## src/iow_cfg.svh

```systemverilog
`ifndef IOW_CFG_SVH
`define IOW_CFG_SVH

// Register offsets of the output page, byte addresses of 16-bit words.
`define IOW_PAGE_SEL_OFS 7'h00
`define IOW_RATE_X_FINE_OFS 7'h10
`define IOW_RATE_X_MAIN_OFS 7'h12
`define IOW_RATE_Y_FINE_OFS 7'h14
`define IOW_RATE_Y_MAIN_OFS 7'h16
`define IOW_RATE_Z_FINE_OFS 7'h18
`define IOW_RATE_Z_MAIN_OFS 7'h1A
`define IOW_ACCEL_X_FINE_OFS 7'h1C
`define IOW_ACCEL_X_MAIN_OFS 7'h1E
`define IOW_ACCEL_Y_FINE_OFS 7'h20
`define IOW_ACCEL_Y_MAIN_OFS 7'h22
`define IOW_ACCEL_Z_FINE_OFS 7'h24
`define IOW_ACCEL_Z_MAIN_OFS 7'h26

// Reset values.
`define IOW_PAGE_SEL_RST 16'h0000
`define IOW_DATA_RST 32'h0000_0000

// Full-scale counts of the main words.
`define IOW_RATE_FULL_SCALE 16'h57E4
`define IOW_ACCEL_FULL_SCALE 16'h4E20

// Serial frame layout.
`define IOW_FRAME_BITS 5'h10
`define IOW_CMD_WRITE_BIT 15
`define IOW_ADDR_MSB 14
`define IOW_ADDR_LSB 8
`define IOW_WDATA_MSB 7

`endif

```

## src/iow_pkg.sv

```systemverilog
package iow_pkg;

    typedef enum logic [1:0] {
        IOW_SPI_IDLE = 2'b00,
        IOW_SPI_SHIFT = 2'b01,
        IOW_SPI_DONE = 2'b10
    } iow_spi_state_t;

    typedef logic [31:0] iow_sample_t;
    typedef logic [15:0] iow_word_t;

endpackage

```

## src/iow_clamp.sv

```systemverilog
`include "iow_cfg.svh"

module iow_clamp #(
    parameter logic [15:0] LIMIT = `IOW_RATE_FULL_SCALE
) (
    // Raw 32-bit measurement.
    input wire logic [31:0] raw_i,
    // Clamped measurement.
    output logic [31:0] clamped_o
);

    localparam logic signed [31:0] MAX_VAL = {LIMIT, 16'h0000};
    localparam logic signed [31:0] MIN_VAL = -MAX_VAL;

    // A limit of zero or one with the sign bit set cannot be mirrored into a negative bound.
    if (LIMIT == 16'h0000 || LIMIT[15])
    begin : g_bad_limit
        $error("iow_clamp: LIMIT must be positive and below 0x8000");
    end

    always_comb
    begin
        if ($signed(raw_i) > MAX_VAL)
        begin
            clamped_o = MAX_VAL;
        end
        else if ($signed(raw_i) < MIN_VAL)
        begin
            clamped_o = MIN_VAL;
        end
        else
        begin
            clamped_o = raw_i;
        end
    end

endmodule // iow_clamp

```

## src/iow_top.sv

```systemverilog
// Function
// - Rate main word: 0.02 deg/s per LSB.
// - Rate main word clamped to +-22500 counts.
// - Rate fine word: MSB 0.01 deg/s.
// - Rate main words at 0x12, 0x16, 0x1A.
// - Rate fine words at 0x10, 0x14, 0x18.
// - Accel main: 0.25 mg LSB, +-20000 clamp.
// - Accel fine word: MSB 0.125 mg.
// - Accel main words at 0x1E, 0x22, 0x26.
// - Accel fine words at 0x1C, 0x20, 0x24.
// - Main upper, fine lower of 32 bits.
// - Page selector is zero after reset.
`include "iow_cfg.svh"

module iow_top (
    // Clock, reset and clock enable.
    input wire logic SYS_CLK_I,
    input wire logic SYS_RST_I,
    input wire logic CE_I,
    // Sample stream from the sensor front end.
    input wire logic SAMPLE_VALID_I,
    input wire logic [31:0] SAMPLE_RATE_X_I,
    input wire logic [31:0] SAMPLE_RATE_Y_I,
    input wire logic [31:0] SAMPLE_RATE_Z_I,
    input wire logic [31:0] SAMPLE_ACCEL_X_I,
    input wire logic [31:0] SAMPLE_ACCEL_Y_I,
    input wire logic [31:0] SAMPLE_ACCEL_Z_I,
    // Serial register port.
    input wire logic SPI_SCLK_I,
    input wire logic SPI_CS_N_I,
    input wire logic SPI_MOSI_I,
    output logic SPI_MISO_O,
    output logic SPI_MISO_OE_O,
    // Current page.
    output logic [15:0] PAGE_SEL_O
);

    localparam int NUM_CH = 6;
    localparam int PIN_SCLK = 2;
    localparam int PIN_CS_N = 1;
    localparam int PIN_MOSI = 0;

    // Channel order: rate x, y, z then accel x, y, z.
    iow_pkg::iow_sample_t raw_w [NUM_CH];
    iow_pkg::iow_sample_t clamped_w [NUM_CH];
    iow_pkg::iow_sample_t data_q [NUM_CH];
    iow_pkg::iow_word_t fine_hold_q [NUM_CH];

    assign raw_w[0] = SAMPLE_RATE_X_I;
    assign raw_w[1] = SAMPLE_RATE_Y_I;
    assign raw_w[2] = SAMPLE_RATE_Z_I;
    assign raw_w[3] = SAMPLE_ACCEL_X_I;
    assign raw_w[4] = SAMPLE_ACCEL_Y_I;
    assign raw_w[5] = SAMPLE_ACCEL_Z_I;

    logic [2:0] sync1_q;
    logic [2:0] sync2_q;
    logic [2:0] sync3_q;
    logic [2:0] pin_q;
    logic [2:0] pin_prev_q;
    logic sclk_rise;
    logic sclk_fall;
    logic cs_fall;
    logic cs_rise;
    logic cs_active;

    iow_pkg::iow_spi_state_t state_q;
    logic [4:0] bit_cnt_q;
    logic [15:0] rx_q;
    logic [15:0] tx_q;
    logic [15:0] reply_q;
    logic [15:0] page_q;
    logic miso_q;

    logic [15:0] rd_data;
    logic rd_main;
    logic rd_fine;
    logic [2:0] rd_ch;
    logic [6:0] cmd_addr;
    logic frame_end;

    // The front end delivers values already scaled, so only the range limit is applied here.
    genvar g;
    generate
        for (g = 0; g < NUM_CH; g++)
        begin : g_ch
            iow_clamp #(
                .LIMIT(g < 3 ? `IOW_RATE_FULL_SCALE : `IOW_ACCEL_FULL_SCALE)
            ) u_clamp (
                .raw_i(raw_w[g]),
                .clamped_o(clamped_w[g])
            );

            always_ff @(posedge SYS_CLK_I or posedge SYS_RST_I)
            begin
                if (SYS_RST_I)
                begin
                    data_q[g] <= `IOW_DATA_RST;
                end
                else if (CE_I && SAMPLE_VALID_I)
                begin
                    data_q[g] <= clamped_w[g];
                end
            end

            // Reading the main word freezes its partner, so a later fine read matches it.
            // same-sample pairing
            always_ff @(posedge SYS_CLK_I or posedge SYS_RST_I)
            begin
                if (SYS_RST_I)
                begin
                    fine_hold_q[g] <= 16'h0000;
                end
                else if (CE_I && frame_end && !rx_q[`IOW_CMD_WRITE_BIT] && page_q == `IOW_PAGE_SEL_RST
                         && rd_main && rd_ch == 3'(g))
                begin
                    fine_hold_q[g] <= data_q[g][15:0];
                end
            end
        end
    endgenerate

    // Pins are asynchronous; a level is accepted once stages two and three agree.
    always_ff @(posedge SYS_CLK_I or posedge SYS_RST_I)
    begin
        if (SYS_RST_I)
        begin
            sync1_q <= 3'h6;
            sync2_q <= 3'h6;
            sync3_q <= 3'h6;
            pin_q <= 3'h6;
            pin_prev_q <= 3'h6;
        end
        else if (CE_I)
        begin
            sync1_q <= {SPI_SCLK_I, SPI_CS_N_I, SPI_MOSI_I};
            sync2_q <= sync1_q;
            sync3_q <= sync2_q;
            pin_q <= (sync2_q & sync3_q) | (pin_q & (sync2_q ^ sync3_q));
            pin_prev_q <= pin_q;
        end
    end

    assign cs_active = !pin_q[PIN_CS_N];
    assign sclk_rise = pin_q[PIN_SCLK] && !pin_prev_q[PIN_SCLK];
    assign sclk_fall = !pin_q[PIN_SCLK] && pin_prev_q[PIN_SCLK];
    assign cs_fall = !pin_q[PIN_CS_N] && pin_prev_q[PIN_CS_N];
    assign cs_rise = pin_q[PIN_CS_N] && !pin_prev_q[PIN_CS_N];
    assign frame_end = cs_rise && state_q == iow_pkg::IOW_SPI_DONE;
    assign cmd_addr = {rx_q[`IOW_ADDR_MSB:`IOW_ADDR_LSB + 1], 1'b0};

    // Frame sequencing; a frame cut short leaves no effect.
    always_ff @(posedge SYS_CLK_I or posedge SYS_RST_I)
    begin
        if (SYS_RST_I)
        begin
            state_q <= iow_pkg::IOW_SPI_IDLE;
            bit_cnt_q <= 5'h00;
            rx_q <= 16'h0000;
        end
        else if (CE_I)
        begin
            case (state_q)
                iow_pkg::IOW_SPI_IDLE:
                begin
                    if (cs_fall)
                    begin
                        state_q <= iow_pkg::IOW_SPI_SHIFT;
                        bit_cnt_q <= 5'h00;
                    end
                end
                iow_pkg::IOW_SPI_SHIFT:
                begin
                    if (cs_rise)
                    begin
                        state_q <= iow_pkg::IOW_SPI_IDLE;
                    end
                    else if (sclk_rise)
                    begin
                        rx_q <= {rx_q[14:0], pin_q[PIN_MOSI]};
                        bit_cnt_q <= bit_cnt_q + 5'h01;
                        if (bit_cnt_q + 5'h01 == `IOW_FRAME_BITS)
                        begin
                            state_q <= iow_pkg::IOW_SPI_DONE;
                        end
                    end
                end
                iow_pkg::IOW_SPI_DONE:
                begin
                    if (cs_rise)
                    begin
                        state_q <= iow_pkg::IOW_SPI_IDLE;
                    end
                end
                default:
                begin
                    state_q <= iow_pkg::IOW_SPI_IDLE;
                end
            endcase
        end
    end

    // Mode 3: first bit is ready at select, later bits move on falling clock.
    always_ff @(posedge SYS_CLK_I or posedge SYS_RST_I)
    begin
        if (SYS_RST_I)
        begin
            tx_q <= 16'h0000;
            miso_q <= 1'b0;
        end
        else if (CE_I)
        begin
            if (cs_fall)
            begin
                tx_q <= reply_q;
                miso_q <= reply_q[15];
            end
            else if (state_q == iow_pkg::IOW_SPI_SHIFT && sclk_fall && bit_cnt_q != 5'h00)
            begin
                tx_q <= {tx_q[14:0], 1'b0};
                miso_q <= tx_q[14];
            end
        end
    end

    // Address decode of the output page.
    always_comb
    begin
        rd_main = 1'b0;
        rd_fine = 1'b0;
        rd_ch = 3'h0;
        case (cmd_addr)
            `IOW_RATE_X_FINE_OFS: begin rd_fine = 1'b1; rd_ch = 3'h0; end
            `IOW_RATE_Y_FINE_OFS: begin rd_fine = 1'b1; rd_ch = 3'h1; end
            `IOW_RATE_Z_FINE_OFS: begin rd_fine = 1'b1; rd_ch = 3'h2; end
            `IOW_RATE_X_MAIN_OFS: begin rd_main = 1'b1; rd_ch = 3'h0; end
            `IOW_RATE_Y_MAIN_OFS: begin rd_main = 1'b1; rd_ch = 3'h1; end
            `IOW_RATE_Z_MAIN_OFS: begin rd_main = 1'b1; rd_ch = 3'h2; end
            `IOW_ACCEL_X_FINE_OFS: begin rd_fine = 1'b1; rd_ch = 3'h3; end
            `IOW_ACCEL_Y_FINE_OFS: begin rd_fine = 1'b1; rd_ch = 3'h4; end
            `IOW_ACCEL_Z_FINE_OFS: begin rd_fine = 1'b1; rd_ch = 3'h5; end
            `IOW_ACCEL_X_MAIN_OFS: begin rd_main = 1'b1; rd_ch = 3'h3; end
            `IOW_ACCEL_Y_MAIN_OFS: begin rd_main = 1'b1; rd_ch = 3'h4; end
            `IOW_ACCEL_Z_MAIN_OFS: begin rd_main = 1'b1; rd_ch = 3'h5; end
            default: begin rd_ch = 3'h0; end
        endcase
    end

    always_comb
    begin
        rd_data = 16'h0000;
        if (cmd_addr == `IOW_PAGE_SEL_OFS)
        begin
            rd_data = page_q;
        end
        else if (page_q == `IOW_PAGE_SEL_RST && rd_main)
        begin
            rd_data = data_q[rd_ch][31:16];
        end
        else if (page_q == `IOW_PAGE_SEL_RST && rd_fine)
        begin
            rd_data = fine_hold_q[rd_ch];
        end
    end

    // A read's answer travels in the next frame, as the port is full duplex.
    always_ff @(posedge SYS_CLK_I or posedge SYS_RST_I)
    begin
        if (SYS_RST_I)
        begin
            reply_q <= 16'h0000;
        end
        else if (CE_I && frame_end)
        begin
            reply_q <= rx_q[`IOW_CMD_WRITE_BIT] ? 16'h0000 : rd_data;
        end
    end

    always_ff @(posedge SYS_CLK_I or posedge SYS_RST_I)
    begin
        if (SYS_RST_I)
        begin
            page_q <= `IOW_PAGE_SEL_RST;
        end
        else if (CE_I && frame_end && rx_q[`IOW_CMD_WRITE_BIT] && cmd_addr == `IOW_PAGE_SEL_OFS)
        begin
            page_q <= {8'h00, rx_q[`IOW_WDATA_MSB:0]};
        end
    end

    assign SPI_MISO_O = miso_q;
    assign SPI_MISO_OE_O = cs_active;
    assign PAGE_SEL_O = page_q;

endmodule // iow_top

```

## config.mk

```make
export PLATFORM = sky130hd
export DESIGN_NAME = iow_top
export DESIGN_NICKNAME = d
export VERILOG_FILES = /design/src/iow_pkg.sv /design/src/iow_clamp.sv /design/src/iow_top.sv
export VERILOG_INCLUDE_DIRS = /design/src /design/src/src
export SDC_FILE = /design/constraint.sdc
export NUM_CORES = 1
export LEC_CHECK = 0
export BUFFER_PORTS_ARGS = -buffer_cell sky130_fd_sc_hd__buf_2
export CORE_ASPECT_RATIO = 0.7
export CORE_MARGIN = 5
export CORE_UTILIZATION = 45
export CTS_CLUSTER_DIAMETER = 150
export DETAILED_ROUTE_END_ITERATION = 16
export PLACE_DENSITY_LB_ADDON = 0.3
export SKIP_CTS_REPAIR_TIMING = 1
export SYNTH_ARGS = -nofsm -noshare
export SYNTH_HDL_FRONTEND = slang
export SYNTH_SLANG_ARGS = --single-unit
```

## constraint.sdc

```tcl
create_clock -name SYS_CLK_I -period 17.9 [get_ports SYS_CLK_I]
set_input_delay 2.685 -clock SYS_CLK_I [delete_from_list [all_inputs] [get_ports SYS_CLK_I]]
set_output_delay 2.685 -clock SYS_CLK_I [all_outputs]
set_load 0.02 [all_outputs]
```

Yosys cells after proc, flatten, opt, wreduce, memory -nomap -nowiden --
Cells that the tools add are included.
Word-level totals: bits in registers 366, output and inout bits 18, word-level logic and storage cells 154
Operators by class: reductions and logical operators 45, add/subtract/negate cells 1, magnitude comparators 13, muxes and demuxes 39, bitwise operators 6, eq/ne operators 26
Operator list (count):
- 32-bit 2-to-1 mux | 14
- 32-bit greater-than comparator, second input constant | 6
- 32-bit < comparator, second input constant | 6
- 32-bit binary-select mux with 3-bit select | 1
- 16-bit 2-to-1 mux | 6
- 16-bit binary-select mux with 3-bit select | 1
- 6-bit by 4-bit equality test with 1-bit output, second input constant | 8
- 15-bit 2-to-1 mux | 2
- 6-bit by 5-bit equality test with 1-bit output, second input constant | 4
- 1-bit logical AND | 22
- 16-bit logical NOT | 1
- 5-bit 2-to-1 mux | 3
- 3-bit case mux with 5 select lines | 1
- 6-bit OR reduction | 2
- 2-bit 2-to-1 mux | 5
- 5-bit case mux with 2 select lines | 1
- 5-bit AND reduction | 2
- 2-bit OR reduction | 5
- 2-bit inequality test, second input constant | 4
- 7-bit logical NOT | 1
- 3-bit bitwise AND | 2
- 3-bit by 2-bit equality test with 1-bit output, second input constant | 2
- 3-bit equality test, second input constant | 2
- 3-bit inequality test, second input constant | 2
- other kinds (19) | 27

Depth between registers and ports, before layout --
Gate-level depths: netlist (run 1).
depth in word-level cells 11, mapped depth 11, mapped depth without buffers 9

Modules after synthesis --
From an unflattened synthesis (run 1), not the netlist that was laid out.
Unflattened totals: cell total of the unflattened synthesis 1666, area, all modules 18604.1 um^2
Modules (own cells, without submodules):
- iow_top | cells each 1168, area each 15559.9 um^2, instances 1
- iow_clamp at g_ch[0].u_clamp ... | cells each 98, area each 565.5 um^2, instances 3
- iow_clamp at g_ch[3].u_clamp ... | cells each 68, area each 449.2 um^2, instances 3

Worst setup path after synthesis (run 1) --
No wires, ideal clock.
path type in2reg, start point in SAMPLE_RATE_Z_I[31], end point reg data_q[100] (netlist name), path buffers 2, data arrival time 4.538 ns, setup time 0.121 ns, stages on the path 7, path slack 13.242 ns, path through or4b_1 -> or3_1 -> o221a_1 -> o31a_1 -> buf_6 -> buf_8 -> a22o_1
On the way: word-level cells in the longest chain between the ends 3
Ends and longest elaborated chain:
- start, declared | RTL line iow_top.sv:24 | input wire logic [31:0] SAMPLE_RATE_Z_I,
- 32-bit < comparator | RTL line iow_clamp.sv:27 | else if ($signed(raw_i) < MIN_VAL)
- 32-bit 2-to-1 mux | RTL line iow_clamp.sv:27
- 32-bit 2-to-1 mux (*) | RTL line iow_clamp.sv:23 | if ($signed(raw_i) > MAX_VAL)
- end signal, assigned by index | RTL line iow_top.sv:98 | data_q[g] <= `IOW_DATA_RST;
- end signal, assigned by index | RTL line iow_top.sv:102 | data_q[g] <= clamped_w[g];
- end, declared | RTL line iow_top.sv:46 | iow_pkg::iow_sample_t data_q [NUM_CH];
Mark *: on every way between the ends. The rest lies on a longest branch, timed or not. A chain may end at the register's enable or synchronous reset.

Worst setup path in the final report (run 1) --
start point in CE_I, end point reg data_q[144] (netlist name)
On the way: word-level cells in the longest chain between the ends 1
Ends and longest elaborated chain:
- start, declared | RTL line iow_top.sv:19 | input wire logic CE_I,
- 1-bit logical AND | RTL line iow_top.sv:100 | else if (CE_I && SAMPLE_VALID_I)
No other way between the ends.

==> Flow_metrics.wiki, run 1 <==
{| class="wikitable"
! Metric !! Value
|-
| Critical path start-end classification || in2reg
|-
| Area of the die || 41,700 sq um
|-
| Outcome || completed
|-
| Proportion of synthesized chip area in sequential cells || 0.539
|-
| Total Nets Final || 1,841
|-
| Layout Skew || 0.0143 ns
|-
| Setup crit start kind || primary input
|-
| GR Util met3 || 0.0564
|-
| Non-Filler Instances || 2,143
|-
| Commonest cells in the netlist || 355 x sky130_fd_sc_hd__dfrtp_1, 143 x sky130_fd_sc_hd__a22o_1, 122 x sky130_fd_sc_hd__mux2_2
|-
| Final hold violations || 0
|-
| First element of the critical path || CE_I
|-
| Count of clock tree sinks || 365
|-
| YS warnings || 0
|-
| Most heavily used metal layer in global routing || met1
|-
| Number of placed instances with taps included || 2,081
|-
| Crit share post-route || 0.286
|-
| DRC violation count after routing || 0
|-
| Via count of the first global-routing pass || 12,900
|-
| Final setup violating endpoints || 0
|-
| Yosys top cell area share || 0.524
|-
| Path class of the lowest-slack min-delay path || reg2reg
|-
| Slew Limit Headroom || 0.285
|-
| Final routed wirelength across all metal layers || 51,000 microns
|-
| Maximum number of pins on one net before global-route repair || 135
|-
| Total area of multi-input combinational cells || 7240 sq um
|-
| Width of the die || 242 microns
|-
| Met2 Use GR || 0.354
|-
| Sort of element at the end of the critical path || register
|-
| Most used flip-flop cell after synthesis || sky130_fd_sc_hd__dfrtp_1
|-
| Clock tree from TritonCTS || built
|-
| Routability congestion estimate || 0.889
|-
| Cell area power density || 102 nW/um^2
|-
| Data required time of the critical path || 18.36 ns
|-
| Launch instance of the worst min-delay path || tx_q[12]
|-
| Worst IR drop on VDD || 0.0000495 V
|-
| Remaining antenna violation count after routing || 0
|-
| Worst skew pair latency || 0.53 ns
|-
| Share of cells above drive strength 1 || 0.263
|-
| Maximum capacitance violations || 0
|-
| Total clock buffers created by CTS || 36
|-
| Residual overflow from global routing || 0
|-
| Number of flops mapped to enable cells by yosys || 0
|-
| Clock slew at reported path FFs || 0.06 ns
|-
| WP data arrival || 5.58 ns
|-
| Count of input and output buffers || 208
|-
| Diode insertion count for antenna repair || 0
|-
| Drt wl/cell || 23.8 microns
|-
| Standby leakage power || 9.00 nW
|-
| Clock Tree Root || sky130_fd_sc_hd__clkbuf_16
|-
| DR pass1 iterations || 7
|-
| Post-synth top area cell || sky130_fd_sc_hd__dfrtp_1
|-
| Final-layout fill cell count || 3,327
|-
| Max frequency || 195 MHz
|-
| Number of top-level pins || 217
|-
| Final sum of negative setup slack || 0 ns
|-
| Initial antenna violation count || 2
|-
| Final critical delay including setup and external delays || 5.12 ns
|-
| Initial DRC count || 1,391
|-
| Vias after detailed routing || 13,300
|-
| Post-synthesis instance area || 17,000 sq um
|-
| Level count of the clock H-tree || 2
|-
| Start of the worst register-to-register path || state_q[0]
|-
| Register cell area after layout || 9150 sq um
|-
| Avg Cell Area, Syn || 11.5 sq um
|-
| Core Area || 37,200 sq um
|-
| Global Route met1 Usage || 0.356
|-
| Std-Cell Rows || 59
|-
| Pwr Total || 1.98 mW
|-
| Cell with the most instances after synthesis || sky130_fd_sc_hd__dfrtp_1
|-
| Aggregate global-route resource usage || 0.237
|-
| Final max-slew violation count || 0
|-
| Setup repair after global routing missed its margin || false
|-
| First-pass GRT wire length || 77,500 microns
|-
| Gate Count Post-Synth || 1,474
|-
| Top cells by area in the synthesized netlist || sky130_fd_sc_hd__dfrtp_1 52%, sky130_fd_sc_hd__mux2_2 8.1%, sky130_fd_sc_hd__a22o_1 7.4%, sky130_fd_sc_hd__o21ai_0 2.8%, sky130_fd_sc_hd__nand2_1 1.9%
|-
| Layout area overhead || 15.1%
|-
| Buffer levels on the longest clock path || 3
|-
| Flip-flop and latch count after synthesis || 365
|-
| Die extent in y || 172 microns
|-
| FFs w/ async S/R, synth || 1.00
|-
| Worst-path fanout max || 58
|-
| FF-to-FF setup slack || 14.68 ns
|-
| Initial Utilization || 0.456
|-
| Detailed Place HPWL || 37,900 microns
|-
| Post-synthesis cell type count || 67
|-
| Ratio of routed vias to standard cells || 6.21
|-
| Worst-margin pin slew || 1.06 ns
|}
## worst paths after layout
kind | depth (start not counted) | end
setup / recovery | 7 | data_q[144]
hold / removal | 2 | tx_q[12]
setup reg to reg | 4 | fine_hold_q[42]
hold reg to reg | 2 | tx_q[12]
max in group asynchronous | 3 | data_q[23]
min in group asynchronous | 2 | data_q[107]
## report_power, final
part | switching [mW] | internal (mW)
clock | 0.322 | 0.471
combinational | 0.123 | 0.0993
sequential | 0.0622 | 0.906
total | 0.507 | 1.48
## per-stage QoR
stage               setup slack [ns]  hold slack (ns)  instance area, sq um   util
finish                         12.78            0.484                 19500  0.525
global route                   12.53            0.509                 19500  0.525
CTS                            12.82            0.485                 19500  0.525
detailed placement             12.26            0.471                 18300  0.492
global placement               12.35            0.462                 18300  0.492
floorplan                       5.10            0.443                 17000      -
## routing by layer
metal,up-vias,routed length (microns)
met2,537,22200
met1,6753,23400
li1,5931,-
met5,-,25
met4,4,984
met3,79,4420
## final cells by class
cell class,instances,share of cell area
clock buffer,55,0.0570
clock inverter,7,0.00564
inverter,25,0.00519
multi-input combinational,974,0.371
sequential,365,0.468
tap,488,0.0313
timing repair buffer,229,0.0614
## state kept, by name (all words and copies together), names as in the netlist
name	cells
PAGE_SEL_O	8
SPI_MISO_O	1
bit_cnt_q	5
data_q	192
fine_hold_q	96
pin_prev_q	2
pin_q	3
reply_q	16
rx_q	16
state_q	2
sync1_q	3
sync2_q	3
sync3_q	3
tx_q	15
## layout by cell type, fill, tap and decap left out, types with 24 or more instances in the layout
cell type	synthesis	layout
sky130_fd_sc_hd__a21oi_1	31	31
sky130_fd_sc_hd__nor2_1	43	43
sky130_fd_sc_hd__nand2_1	84	83
sky130_fd_sc_hd__o22a_1	35	35
sky130_fd_sc_hd__o21ai_0	94	94
sky130_fd_sc_hd__nor3_1	35	34
sky130_fd_sc_hd__inv_1	25	24
sky130_fd_sc_hd__nor2b_1	34	34
sky130_fd_sc_hd__a22o_1	143	143
sky130_fd_sc_hd__mux2_2	122	122
sky130_fd_sc_hd__buf_2	19	208
sky130_fd_sc_hd__nand3_1	28	28
sky130_fd_sc_hd__clkbuf_16	0	37
sky130_fd_sc_hd__dfrtp_1	355	355
sky130_fd_sc_hd__or3_1	40	40
sky130_fd_sc_hd__nor4_1	31	31
## logic make-up (layout without fill, tap and decap cells)
| logic type | Yosys count | count (layout) | synth area share |
|---|---|---|---|
| AOI/OAI and AO/OA | 442 | 442 | 0.203 |
| and+or+nand+nor | 373 | 373 | 0.121 |
| DFF | 365 | 365 | 0.539 |
| buffers and inverters | 142 | 316 | 0.0366 |
| muxes | 137 | 137 | 0.0899 |
| adders and majority gates | 11 | 11 | 0.00812 |
| xor gates and xnor gates | 3 | 3 | 0.00155 |
| other | 1 | 8 | 0.000221 |
## critical path, stage by stage
cell	delay [ns]
sky130_fd_sc_hd__buf_2	0.41
sky130_fd_sc_hd__nand2_4	0.52
sky130_fd_sc_hd__buf_4	0.49
sky130_fd_sc_hd__nor4_1	0.28
sky130_fd_sc_hd__a32oi_1	0.17
sky130_fd_sc_hd__a21oi_2	0.72
sky130_fd_sc_hd__a22o_1	0.24
No activity file was read; power rests on OpenSTA's default activity.
==> run 2: changes to the inputs <==
--- a/config.mk
+++ b/config.mk
@@ -6,6 +6,7 @@
 export SDC_FILE = /design/constraint.sdc
 export NUM_CORES = 1
 export LEC_CHECK = 0
+export ABC_AREA = 1
 export BUFFER_PORTS_ARGS = -buffer_cell sky130_fd_sc_hd__buf_2
 export CORE_ASPECT_RATIO = 0.7
 export CORE_MARGIN = 5
==> constraint.sdc (replaced) <==
create_clock -name SYS_CLK_I -period 4.5 [get_ports SYS_CLK_I]
set_input_delay 0.675 -clock SYS_CLK_I [delete_from_list [all_inputs] [get_ports SYS_CLK_I]]
set_output_delay 0.675 -clock SYS_CLK_I [all_outputs]
set_load 0.02 [all_outputs]
==> run 2 against run 1 <==
Combinational power rose to 11 times the previous value. Largest power group unchanged. Critical path depth grew 4. Largest cell class unchanged. Sequential share of layout area fell by 3.3 points. Synthesized area rose by 7.6%. Non-clock buffer count rose by 13. Routed wire length is 11% higher. First-iteration DRC count increased by 28%. Hold slack got worse by 0.18 ns. Core utilization up 0.28 points. Clock skew grew 0.0045 ns. Sequential cell count is the same. Clock power grew to 4.1 times the previous value.
==> Flow_metrics.wiki, run 2 <==
{| class="wikitable"
! Metric !! Value
|-
| Outcome || completed
|-
| Post-synth top area cell || sky130_fd_sc_hd__dfrtp_1
|-
| DR pass1 iterations || 6
|-
| Standby leakage power || 11.2 nW
|-
| Cells traversed along the worst timing path || nor2_1 -> nand2_2 -> nand2_2 -> nand2_2 -> inv_1 -> nand3_1 -> nand3_1 -> o21ai_0 -> nand2_1 -> nand3_1 -> nand2_1
|-
| Width of the die || 251 microns
|-
| Total area of multi-input combinational cells || 7700 sq um
|-
| Initial DRC count || 1,779
|-
| Detailed Place HPWL || 42,800 microns
|-
| Residual overflow from global routing || 0
|-
| Critical path start-end classification || reg2reg
|-
| Level count of the clock H-tree || 2
|-
| First-pass GRT wire length || 89,300 microns
|-
| Diode insertion count for antenna repair || 0
|-
| Post-synthesis cell type count || 40
|-
| Total Nets Final || 2,787
|-
| Buffer levels on the longest clock path || 3
|-
| Cell with the most instances after synthesis || sky130_fd_sc_hd__nand2_1
|-
| Most used flip-flop cell after synthesis || sky130_fd_sc_hd__dfrtp_1
|-
| Std-Cell Rows || 61
|-
| WP buf/inv || 1
|-
| Met2 Use GR || 0.353
|-
| Final-layout fill cell count || 3,838
|-
| Routability congestion estimate || 0.967
|-
| Worst-path fanout max || 26
|-
| FFs w/ async S/R, synth || 1.00
|-
| Avg Cell Area, Syn || 7.52 sq um
|-
| Commonest non-fill, non-tap cell in the layout || sky130_fd_sc_hd__nand2_1
|-
| Maximum capacitance violations || 0
|-
| Remaining antenna violation count after routing || 0
|-
| Register cell area after layout || 9150 sq um
|-
| Final hold violations || 0
|-
| Max frequency || 314 MHz
|-
| Gate Count Post-Synth || 2,424
|-
| DRC violation count after routing || 0
|-
| Cell area power density || 463 nW/um^2
|-
| Max reg flops || 192
|-
| Post-layout instance area || 21,000 sq um
|-
| Number of top-level pins || 217
|-
| Slowest stage cell on the critical path || sky130_fd_sc_hd__inv_1
|-
| Top cells by area in the synthesized netlist || sky130_fd_sc_hd__dfrtp_1 49%, sky130_fd_sc_hd__nand2_1 18%, sky130_fd_sc_hd__nand3_1 8.9%, sky130_fd_sc_hd__inv_1 4.5%, sky130_fd_sc_hd__nor2_1 2.8%
|-
| Final max-slew violation count || 0
|-
| Share of cells above drive strength 1 || 0.132
|-
| Crit share post-route || 0.707
|-
| Layout area overhead || 15.2%
|-
| Die extent in y || 178 microns
|-
| Most frequent cells in the layout || 867 x sky130_fd_sc_hd__nand2_1, 355 x sky130_fd_sc_hd__dfrtp_1, 323 x sky130_fd_sc_hd__nand3_1
|-
| Largest register by flop count || data_q
|-
| Clock tree from TritonCTS || built
|-
| Final setup violating endpoints || 0
|-
| Area after DPL || 19,700 sq um
|-
| Maximum number of pins on one net before global-route repair || 107
|-
| Most heavily used metal layer in global routing || met1
|-
| Post-synthesis instance area || 18,200 sq um
|-
| Clock slew at reported path FFs || 0.07 ns
|-
| Vias after detailed routing || 16,900
|-
| Flip-flop and latch count after synthesis || 365
|-
| Final hold slack || 0.309 ns
|-
| YS warnings || 0
|-
| Total clock buffers created by CTS || 38
|-
| Final routed wirelength across all metal layers || 56,700 microns
|-
| Setup repair after global routing missed its margin || false
|-
| Core Area || 39,800 sq um
|-
| Initial antenna violation count || 0
|-
| Ratio of routed vias to standard cells || 5.38
|-
| Setup crit start kind || register
|-
| Sort of element at the end of the critical path || register
|-
| Final core area utilization || 0.528
|-
| Number of flops mapped to enable cells by yosys || 0
|-
| Count of clock tree sinks || 365
|-
| Drt wl/cell || 18.1 microns
|-
| WP data arrival || 3.65 ns
|-
| Largest registers ranked by flip-flop count || data_q (192), fine_hold_q (96)
|-
| Path class of the lowest-slack min-delay path || in2async
|-
| Data required time of the critical path || 4.97 ns
|-
| Aggregate global-route resource usage || 0.250
|-
| Worst skew pair latency || 0.55 ns
|-
| Count of input and output buffers || 208
|-
| Area of the die || 44,700 sq um
|-
| Layout Skew || 0.0188 ns
|-
| Via count of the first global-routing pass || 16,100
|-
| Yosys top cell area share || 0.487
|-
| Global Route met1 Usage || 0.395
|-
| Slew Limit Headroom || 0.266
|-
| Number of placed instances with taps included || 3,072
|-
| Delay of the slowest critical-path stage || 0.67 ns
|-
| Worst IR drop on VDD || 0.000270 V
|-
| Final critical delay including setup and external delays || 3.18 ns
|-
| Initial Utilization || 0.458
|-
| GR Util met3 || 0.0538
|-
| Clock Tree Root || sky130_fd_sc_hd__clkbuf_16
|-
| Non-Filler Instances || 3,137
|-
| Commonest cells in the netlist || 870 x sky130_fd_sc_hd__nand2_1, 355 x sky130_fd_sc_hd__dfrtp_1, 323 x sky130_fd_sc_hd__nand3_1
|-
| Cell family with the largest share of critical-path delay || simple AND/OR/NAND/NOR gates
|-
| Worst-margin pin slew || 1.10 ns
|-
| Proportion of synthesized chip area in sequential cells || 0.501
|}
[run 2: routing by layer]
layer  vias to the layer above  share of wire
met1                      8080           0.48
met3                        70          0.082
met4                         0          0.018
met5                         -              0
li1                       8130              -
met2                       605           0.42
[run 2: final cells by class]
class	count	share of cell area
clock buffer	56	0.0538
clock inverter	9	0.00720
sequential	365	0.435
tap	535	0.0319
inverter	224	0.0402
multi-input combinational	1706	0.367
timing repair buffer	242	0.0652
[run 2: worst paths after layout]
check / slack [ns] / depth (start not counted) / startpoint / to
setup reg to reg: 1.32 / 11 / rx_q[12] / reply_q[10]
hold / removal: 0.31 / 2 / SYS_RST_I / data_q[126]
max in group asynchronous: 3.15 / 3 / SYS_RST_I / data_q[21]
setup / recovery: 1.32 / 11 / rx_q[12] / reply_q[10]
min in group SYS_CLK_I: 0.34 / 3 / SPI_SCLK_I / sync1_q[2]
hold reg to reg: 0.46 / 2 / sync1_q[1] / sync1_q[1]
[run 2: kinds of logic (layout without fill, tap and decap cells)]
family          count (synthesis)  in the layout  synth area share
compound gates                251            251            0.0801
xor+xnor                        2              2          0.000961
fa+ha+maj                      11             11           0.00755
buf+inv                       360            531            0.0785
flops                         365            365             0.501
other cells                     1              8          0.000206
simple gates                 1434           1434             0.331
[run 2: per-stage QoR]
stage / TNS, ns / worst slack [ns] / total power [mW]
2_1_floorplan: -377.38 / -1.06 / 5.62
3_3_place_gp: 0 / 1.50 / 6.45
3_5_place_dp: 0 / 1.42 / 6.49
4_1_cts: 0 / 1.40 / 9.76
5_1_grt: 0 / 0.958 / 10.3
6_report: 0 / 1.32 / 9.74
[run 2: where the power goes]
group	total, mW	internal, mW	switching (mW)	leakage [nW]
logic	2.44	0.740	1.70	5.82
registers	4.05	3.73	0.315	4.74
clock network	3.25	1.96	1.28	0.628
total	9.74	6.44	3.30	11.2
